==> config.mk <==
export PLATFORM = sky130hd
export DESIGN_NAME = oev_bank
export DESIGN_NICKNAME = d
export VERILOG_FILES = /design/src/common/oev_pkg.sv /design/src/hdl/oev_wsc_reg.sv /design/src/hdl/oev_bank.sv
export VERILOG_INCLUDE_DIRS = /design/src /design/src/common
export SDC_FILE = /design/constraint.sdc
export NUM_CORES = 1
export LEC_CHECK = 0
export ABC_AREA = 1
export BUFFER_PORTS_ARGS = -buffer_cell sky130_fd_sc_hd__buf_4
export CORE_MARGIN = 5
export CORE_UTILIZATION = 54
export CTS_CLUSTER_DIAMETER = 150
export DETAILED_ROUTE_END_ITERATION = 7
export PLACE_DENSITY = 0.78
export REMOVE_ABC_BUFFERS = 1
export SYNTH_ARGS = -nofsm -noshare
export SYNTH_HDL_FRONTEND = slang
export SYNTH_SLANG_ARGS = --single-unit
==> constraint.sdc <==
create_clock -name i_core_clk -period 1.6 [get_ports i_core_clk]
set_input_delay 0.16 -clock i_core_clk [delete_from_list [all_inputs] [get_ports i_core_clk]]
set_output_delay 0.16 -clock i_core_clk [all_outputs]
set_load 0.01 [all_outputs]
==> src/common/oev_defs.svh <==
// offsets, field positions, reset values for the line and supply control bank
`ifndef OEV_DEFS_SVH
`define OEV_DEFS_SVH

// register addresses (6-bit register space)
`define OEV_ADDR_W 6
`define OEV_CTRL_BASE 6'h0A
`define OEV_RISE_BASE 6'h0D
`define OEV_FALL_BASE 6'h10
`define OEV_STAT_ADDR 6'h13
`define OEV_LATCH_ADDR 6'h14

// offsets of the set and clear aliases from a base address
`define OEV_SET_OFS 6'h01
`define OEV_CLR_OFS 6'h02

// control register fields
`define OEV_B_ID_PULLUP 0
`define OEV_B_DP_PULLDOWN 1
`define OEV_B_DM_PULLDOWN 2
`define OEV_B_DISCHARGE 3
`define OEV_B_CHARGE 4
`define OEV_B_DRIVE 5
`define OEV_B_DRIVE_ALT 6
`define OEV_B_OK_SEL 7

// event source fields, shared by enables, status and latch
`define OEV_B_HOST_DISC 0
`define OEV_B_SUPPLY_OK 1
`define OEV_B_SESS_OK 2
`define OEV_B_SESS_OVER 3
`define OEV_B_ID_LOW 4
`define OEV_SRC_W 5

// reset values and writable masks
`define OEV_CTRL_RST 8'h06
`define OEV_CTRL_MASK 8'hFF
`define OEV_EDGE_RST 8'h1F
`define OEV_EDGE_MASK 8'h1F
`define OEV_ZERO_BYTE 8'h00

// external supply indicator is hard-wired high on this device
`define OEV_EXT_IND_LEVEL 1'b1

`endif

==> src/common/oev_pkg.sv <==
// types shared by the line and supply control bank
package oev_pkg;

    typedef logic [7:0] oev_byte_t;

    // one bit per event source, bit 4 first, bit 0 last
    typedef struct packed {
        logic ident_pin_low;
        logic session_over;
        logic session_ok;
        logic supply_ok;
        logic host_disc;
    } oev_src_s;

    // one register access from the link side
    typedef struct packed {
        logic wr;
        logic rd;
        logic [5:0] addr;
        logic [7:0] wdata;
    } oev_req_s;

    // pin-level controls toward the analog front end
    typedef struct packed {
        logic ident_pin_pullup_en;
        logic dplus_pulldown_en;
        logic dminus_pulldown_en;
        logic supply_discharge_en;
        logic supply_charge_en;
        logic charge_pump_enable_out;
    } oev_pins_s;

endpackage

==> src/hdl/oev_wsc_reg.sv <==
// one byte register with write, set and clear aliases
`timescale 1ns/10ps
`default_nettype none

`include "oev_defs.svh"

module oev_wsc_reg
    import oev_pkg::*;
#(
    parameter logic [5:0] BASE = `OEV_CTRL_BASE,
    parameter logic [7:0] RST = `OEV_ZERO_BYTE,
    parameter logic [7:0] MASK = `OEV_CTRL_MASK
)
(
    input wire logic i_core_clk,
    input wire logic i_rst_n,
    input wire oev_req_s i_req,
    output logic o_hit,
    output oev_byte_t o_q
);

    oev_byte_t q_r;
    oev_byte_t q_nxt;
    logic wr_hit;
    logic set_hit;
    logic clr_hit;

    assign wr_hit = i_req.wr && (i_req.addr == BASE);
    assign set_hit = i_req.wr && (i_req.addr == BASE + `OEV_SET_OFS);
    assign clr_hit = i_req.wr && (i_req.addr == BASE + `OEV_CLR_OFS);
    assign o_hit = (i_req.addr == BASE)
        || (i_req.addr == BASE + `OEV_SET_OFS)
        || (i_req.addr == BASE + `OEV_CLR_OFS);
    assign o_q = q_r;

    always_comb
    begin
        q_nxt = q_r;
        if (wr_hit)
        begin
            q_nxt = i_req.wdata & MASK;
        end
        else if (set_hit)
        begin
            q_nxt = q_r | (i_req.wdata & MASK);
        end
        else if (clr_hit)
        begin
            q_nxt = q_r & ~(i_req.wdata & MASK);
        end
    end

    always_ff @(posedge i_core_clk)
    begin
        if (!i_rst_n)
        begin
            q_r <= RST;
        end
        else
        begin
            q_r <= q_nxt;
        end
    end

endmodule

`default_nettype wire

==> src/hdl/oev_bank.sv <==
// line and supply control bank with edge event enables, status and latch
//
// Operation
// - control byte: read range, write/set/clear aliases
// - bit 0 ident pull-up, resets 0
// - bits 1,2 data-line pull-downs, reset 1
// - bit 3 supply discharge path, resets 0
// - bit 4 supply charge path, resets 0
// - pump enable is OR of bits 5,6
// - bit 7 picks supply-ok source
// - external supply indicator always high
// - rising enables: read range, write/set/clear
// - rising enable bits 0-4, reset 1
// - falling enables: read range, write/set/clear
// - falling enable bits 0-4, reset 1
// - host disconnect meaningful only in host mode
// - status read-only, shows live sources
// - status bits 0-4, zero after reset
// - supply-ok, session-over read 0 if both enabled
// - session-ok status always live
// - status sampled at moment of read
// - enabled edge sets latch; read clears it
`timescale 1ns/10ps
`default_nettype none

`include "oev_defs.svh"

module oev_bank
    import oev_pkg::*;
(
    input wire logic i_core_clk,
    input wire logic i_rst_n,
    input wire oev_req_s i_reg_req,
    input wire oev_src_s i_src,
    input wire logic i_host_mode,
    output oev_byte_t o_reg_rdata,
    output logic o_reg_rvalid,
    output oev_pins_s o_pins,
    output logic o_event_pending
);

    ////////////////////////////////////////////////////////////////////////
    // register file
    // each alias decode lives inside its own register instance

    oev_byte_t ctrl_q;
    oev_byte_t rise_q;
    oev_byte_t fall_q;
    logic ctrl_hit;
    logic rise_hit;
    logic fall_hit;

    // control byte: pulls, supply paths, drive, ok-source select
    oev_wsc_reg #(
        .BASE(`OEV_CTRL_BASE),
        .RST(`OEV_CTRL_RST),
        .MASK(`OEV_CTRL_MASK)
    ) u_ctrl_reg (
        .i_core_clk(i_core_clk),
        .i_rst_n(i_rst_n),
        .i_req(i_reg_req),
        .o_hit(ctrl_hit),
        .o_q(ctrl_q)
    );

    // rising-edge enables
    oev_wsc_reg #(
        .BASE(`OEV_RISE_BASE),
        .RST(`OEV_EDGE_RST),
        .MASK(`OEV_EDGE_MASK)
    ) u_rise_reg (
        .i_core_clk(i_core_clk),
        .i_rst_n(i_rst_n),
        .i_req(i_reg_req),
        .o_hit(rise_hit),
        .o_q(rise_q)
    );

    // falling-edge enables
    oev_wsc_reg #(
        .BASE(`OEV_FALL_BASE),
        .RST(`OEV_EDGE_RST),
        .MASK(`OEV_EDGE_MASK)
    ) u_fall_reg (
        .i_core_clk(i_core_clk),
        .i_rst_n(i_rst_n),
        .i_req(i_reg_req),
        .o_hit(fall_hit),
        .o_q(fall_q)
    );

    ////////////////////////////////////////////////////////////////////////
    // source conditioning

    logic ext_indicator;
    logic supply_ok_live;
    logic host_disc_live;
    oev_src_s src_live;

    assign ext_indicator = `OEV_EXT_IND_LEVEL;

    always_comb
    begin
        // bit 7 steers where the supply-ok level comes from
        if (ctrl_q[`OEV_B_OK_SEL])
        begin
            supply_ok_live = ext_indicator;
        end
        else
        begin
            supply_ok_live = i_src.supply_ok;
        end
        // outside host mode the disconnect detector means nothing
        host_disc_live = i_host_mode & i_src.host_disc;
        src_live.host_disc = host_disc_live;
        src_live.supply_ok = supply_ok_live;
        src_live.session_ok = i_src.session_ok;
        src_live.session_over = i_src.session_over;
        src_live.ident_pin_low = i_src.ident_pin_low;
    end

    ////////////////////////////////////////////////////////////////////////
    // edge detection

    oev_src_s src_prev_r;
    oev_src_s src_prev_nxt;
    logic primed_r;
    logic primed_nxt;
    logic [`OEV_SRC_W-1:0] rise_evt;
    logic [`OEV_SRC_W-1:0] fall_evt;
    logic [`OEV_SRC_W-1:0] rise_mask;
    logic [`OEV_SRC_W-1:0] fall_mask;

    // only bits 4:0 of each enable byte are implemented
    assign rise_mask = rise_q[`OEV_SRC_W-1:0];
    assign fall_mask = fall_q[`OEV_SRC_W-1:0];

    always_comb
    begin
        src_prev_nxt = src_live;
        primed_nxt = 1'b1;
    end

    always_ff @(posedge i_core_clk)
    begin
        if (!i_rst_n)
        begin
            src_prev_r <= '0;
            primed_r <= 1'b0;
        end
        else
        begin
            src_prev_r <= src_prev_nxt;
            primed_r <= primed_nxt;
        end
    end

    // the first sample after reset only primes the history, no events
    always_comb
    begin
        rise_evt = '0;
        fall_evt = '0;
        if (primed_r)
        begin
            rise_evt = src_live & ~src_prev_r & rise_mask;
            fall_evt = ~src_live & src_prev_r & fall_mask;
        end
    end

    ////////////////////////////////////////////////////////////////////////
    // event latch, cleared by reading it

    logic [`OEV_SRC_W-1:0] latch_r;
    logic [`OEV_SRC_W-1:0] latch_nxt;
    logic latch_rd;
    logic pending_r;
    logic pending_nxt;

    // the read that clears the latch still returns its old value
    assign latch_rd = i_reg_req.rd
        && (i_reg_req.addr == `OEV_LATCH_ADDR);

    always_comb
    begin
        latch_nxt = latch_r;
        if (latch_rd)
        begin
            latch_nxt = '0;
        end
        // an edge in the clearing cycle survives the clear
        latch_nxt = latch_nxt | rise_evt | fall_evt;
        pending_nxt = |latch_nxt;
    end

    always_ff @(posedge i_core_clk)
    begin
        if (!i_rst_n)
        begin
            latch_r <= '0;
            pending_r <= 1'b0;
        end
        else
        begin
            latch_r <= latch_nxt;
            pending_r <= pending_nxt;
        end
    end

    ////////////////////////////////////////////////////////////////////////
    // status view

    oev_byte_t status_view;

    // a read in the priming cycle still returns the reset default
    always_comb
    begin
        status_view = `OEV_ZERO_BYTE;
        if (primed_r)
        begin
            status_view[`OEV_B_HOST_DISC] = src_live.host_disc;
            status_view[`OEV_B_SUPPLY_OK] = src_live.supply_ok
                & ~(rise_q[`OEV_B_SUPPLY_OK]
                & fall_q[`OEV_B_SUPPLY_OK]);
            status_view[`OEV_B_SESS_OK] = src_live.session_ok;
            status_view[`OEV_B_SESS_OVER] = src_live.session_over
                & ~(rise_q[`OEV_B_SESS_OVER]
                & fall_q[`OEV_B_SESS_OVER]);
            status_view[`OEV_B_ID_LOW] = src_live.ident_pin_low;
        end
    end

    ////////////////////////////////////////////////////////////////////////
    // read port

    oev_byte_t rdata_r;
    oev_byte_t rdata_nxt;
    logic rvalid_r;
    logic rvalid_nxt;
    logic stat_rd;

    // status is taken from the live view at the read edge
    assign stat_rd = i_reg_req.rd
        && (i_reg_req.addr == `OEV_STAT_ADDR);

    always_comb
    begin
        rdata_nxt = rdata_r;
        rvalid_nxt = i_reg_req.rd;
        if (i_reg_req.rd)
        begin
            if (ctrl_hit)
            begin
                rdata_nxt = ctrl_q;
            end
            else if (rise_hit)
            begin
                rdata_nxt = rise_q;
            end
            else if (fall_hit)
            begin
                rdata_nxt = fall_q;
            end
            else if (stat_rd)
            begin
                rdata_nxt = status_view;
            end
            else if (latch_rd)
            begin
                rdata_nxt = {3'h0, latch_r};
            end
            else
            begin
                rdata_nxt = `OEV_ZERO_BYTE;
            end
        end
    end

    always_ff @(posedge i_core_clk)
    begin
        if (!i_rst_n)
        begin
            rdata_r <= `OEV_ZERO_BYTE;
            rvalid_r <= 1'b0;
        end
        else
        begin
            rdata_r <= rdata_nxt;
            rvalid_r <= rvalid_nxt;
        end
    end

    ////////////////////////////////////////////////////////////////////////
    // pin drivers

    oev_pins_s pins_r;
    oev_pins_s pins_nxt;

    // reset levels come from the control byte's reset value
    localparam oev_byte_t CTRL_RST = `OEV_CTRL_RST;

    always_comb
    begin
        // one register stage between control byte and pins
        pins_nxt.ident_pin_pullup_en = ctrl_q[`OEV_B_ID_PULLUP];
        pins_nxt.dplus_pulldown_en = ctrl_q[`OEV_B_DP_PULLDOWN];
        pins_nxt.dminus_pulldown_en = ctrl_q[`OEV_B_DM_PULLDOWN];
        pins_nxt.supply_discharge_en = ctrl_q[`OEV_B_DISCHARGE];
        pins_nxt.supply_charge_en = ctrl_q[`OEV_B_CHARGE];
        pins_nxt.charge_pump_enable_out = ctrl_q[`OEV_B_DRIVE]
            | ctrl_q[`OEV_B_DRIVE_ALT];
    end

    always_ff @(posedge i_core_clk)
    begin
        if (!i_rst_n)
        begin
            pins_r.ident_pin_pullup_en <= CTRL_RST[`OEV_B_ID_PULLUP];
            pins_r.dplus_pulldown_en <= CTRL_RST[`OEV_B_DP_PULLDOWN];
            pins_r.dminus_pulldown_en <= CTRL_RST[`OEV_B_DM_PULLDOWN];
            pins_r.supply_discharge_en <= CTRL_RST[`OEV_B_DISCHARGE];
            pins_r.supply_charge_en <= CTRL_RST[`OEV_B_CHARGE];
            pins_r.charge_pump_enable_out <= CTRL_RST[`OEV_B_DRIVE]
                | CTRL_RST[`OEV_B_DRIVE_ALT];
        end
        else
        begin
            pins_r <= pins_nxt;
        end
    end

    ////////////////////////////////////////////////////////////////////////
    // outputs

    assign o_reg_rdata = rdata_r;
    assign o_reg_rvalid = rvalid_r;
    assign o_pins = pins_r;
    assign o_event_pending = pending_r;

endmodule

`default_nettype wire

==> results by group <==
Worst setup path
  • CP Class: reg -> reg
  • Critical path peak fanout: 8
  • Worst path arrival time: 1490 ps
  • Worst Path Required: 1800 ps
  • Setup crit end kind: flip-flop
  • R2R depth: 8
  • Crit path launch type: flip-flop

STA
  • Slew HR: 0.7376
  • Fmax: 0.7793 GHz
  • Final hold vios: 0
  • Worst setup margin: 316.8 ps
  • RSZ-0062 raised after global routing: no
  • Worst Clk Skew: 2.493 ps
  • Tmin final: 1283 ps
  • Final Max Slew Viols: 0
  • Setup violators final: 0
  • Setup_tns: 0 ps
  • Tcrit/Tclk final: 0.8020
  • Tightest Pin Transition: 392.2 ps

Power
  • Seq pwr share: 0.553
  • Switching share of power: 0.2616
  • Combinational share of power: 0.125
  • LEAKAGE: 0.001269 uW
  • Pwr Density: 839.5 nW/um^2
  • Clk pwr share: 0.322
  • Net Switching: 556.1 uW
  • Worst VDD drop: 0.7266 mV
  • Int Pwr: 1570 uW

Logic synthesis
  • Synth Warn #: 0
  • Cell Area, Synth: 2131 sq um
  • Netlist cell types: 27
  • Top-area cell type share of the netlist area: 0.4228
  • Yosys reg bits: 45
  • Synth area leaders: dfxtp_1 (42%), nand2_1 (15%), a21oi_1 (6.3%)
  • Post-synthesis sequential area ratio: 0.4228
  • Synth area leader: dfxtp_1
  • Post-Syn Instances: 309
  • Mean post-synth cell area: 6.896 sq um

CTS
  • Clock sinks: 45
  • Max Buffers Root-to-Sink: 2
  • Hold Buf Count CTS: 0
  • Post-CTS Setup Bufs: 0
  • Post-CTS sizing: 0
  • CTS buffer count: 5
  • H-tree Lvls: 2
  • Clock transition at path regs: 80 ps
  • Clock root buffer: clkbuf_8
  • CTS tree: yes
  • Later-pin clock latency in the skew report: 300 ps

Die
  • Ports: 40
  • DIE WIDTH: 72.82 um
  • Core Box Area: 3744 sq um
  • Site Rows: 22
  • Die ar.: 5302 sq um
  • Initial Utilization: 0.5692
  • Die Y-Extent: 72.82 um

Placement
  • Dpl ws: 130.7 ps
  • IO buf count: 39
  • Gpl congestion: 0.8786
  • Final HPWL DP: 4065 um

Final layout
  • Layout cells sized above 1: 0.1748
  • Nets@finish: 372
  • ANT cells: 0
  • Area Overhead vs Synth: 18.85%
  • Filler instances: 350

Routing
  • Routed Antenna Nets: 0
  • DRT Pass-1 Iters: 5
  • Via density: 5.277
  • WL/cell: 13.27 um
  • DRC: 0
  • DRT iter0 DRCs: 168
  • Routed Wire Length: 5267 um
  • Via Count: 2,095

Global routing
  • Largest net degree at the start of global routing: 26
  • GRT Total Usage: 0.2116
  • Global route overflow: 0
  • First-pass GRT wire length: 8700 um
  • Initial antenna violation count: 0
  • Vias in the first global route: 1,890

Hold path
  • Hold Crit Class: in -> reg
  • Hold depth: 3

Flow run
  • Max_cap viols: 0

Outcome
  • Status: finished clean
critical path, stage by stage (launching register included):
cell	delay [ps]
dfxtp_1	390
inv_1	140
nor2_1	70
a21oi_1	210
nand2_1	80
nor2_1	120
nand4_1	90
nand2_1	60
inv_1	30
per-layer routing:
metal | global-route usage | vias to the layer above | wire [um]
li1 | - | 1078 | -
met1 | 0.2955 | 945 | 2398
met2 | 0.3277 | 63 | 2418
met3 | 0.04270 | 9 | 373
met4 | 0.06557 | 0 | 77
met5 | 0 | - | 0
power groups by stage:
| stage | Combinational [uW] | Sequential [uW] | Clock, uW |
|---|---|---|---|
| finish | 266 | 1180 | 684 |
| global route | 298 | 1180 | 756 |
| CTS | 266 | 1180 | 700 |
| detailed placement | 265 | 1200 | 0 |
| global placement | 259 | 1200 | 0 |
| floorplan | 131 | 1200 | 0 |
path summary, 6_finish.rpt:
kind	startpoint	to	slack (ps)
worst min register to register	flip-flop	flip-flop	450
worst max register to register	primed_r$_DFF_P_	o_event_pending$_SDFF_PN0_	320
worst max-delay path	primed_r$_DFF_P_	o_event_pending$_SDFF_PN0_	320
worst min-delay path	i_src[3]	src_prev_r[3]$_SDFF_PN0_	60
cells by family after synthesis:
kind of cell	count (synthesis)	synth area share
flip-flops	45	0.4228
AND/OR/NAND/NOR	152	0.3241
AO/OA/AOI/OAI	65	0.1644
buffers and inverters	47	0.08867
cell usage in the layout (no fill, tap or decap), types with 4 or more instances in the layout:
cell type / Yosys / layout
clkbuf_8: 0 / 5
inv_1: 35 / 35
o21bai_1: 4 / 4
nand2_1: 83 / 83
o22ai_1: 6 / 6
nand3_1: 18 / 18
nand4_1: 7 / 7
o21ai_0: 22 / 22
nor2_1: 29 / 29
dfxtp_1: 45 / 45
buf_4: 1 / 40
a21oi_1: 27 / 27
through the flow:
step,hold WS (ps),std cells,total power [uW],cell area (sq um),utilization
detailed placement,362.2,389,1466,2449,0.6541
floorplan,187.7,301,1333,2088,-
finish,55.15,397,2126,2532,0.6765
global route,50.81,397,2234,2532,0.6765
CTS,51.10,397,2142,2532,0.6765
global placement,354.5,389,1460,2449,0.6541
Yosys cell counts:
cell and instances:
nand2_1 83, clkbuf_1 5, nand3_1 18, a22oi_1 2, o211ai_1 1, nor2_1 29
clkinv_1 2, a21oi_1 27, nor2_4 2, o21ai_0 22, nand3b_1 2, nand3_2 1
buf_6 1, nand2_4 1, inv_2 2, buf_4 1, nor3_4 1, nand2_2 2
inv_1 35, nor2_2 3, o22ai_1 6, nand4_1 7, dfxtp_1 45, o21bai_1 4
o21ai_1 3, nor3_2 3, buf_2 1
cell type report:
cell class | count | area (sq um) | share of cell area
clock buffer | 7 | 76.32 | 0.03014
timing repair buffer | 40 | 300.3 | 0.1186
tap | 48 | 60.06 | 0.02372
inverter | 39 | 146.4 | 0.05781
clock inverter | 1 | 7.507 | 0.002964
sequential | 45 | 900.9 | 0.3557
multi-input combinational | 217 | 1041 | 0.4111
No activity file was read; power rests on OpenSTA's default activity.
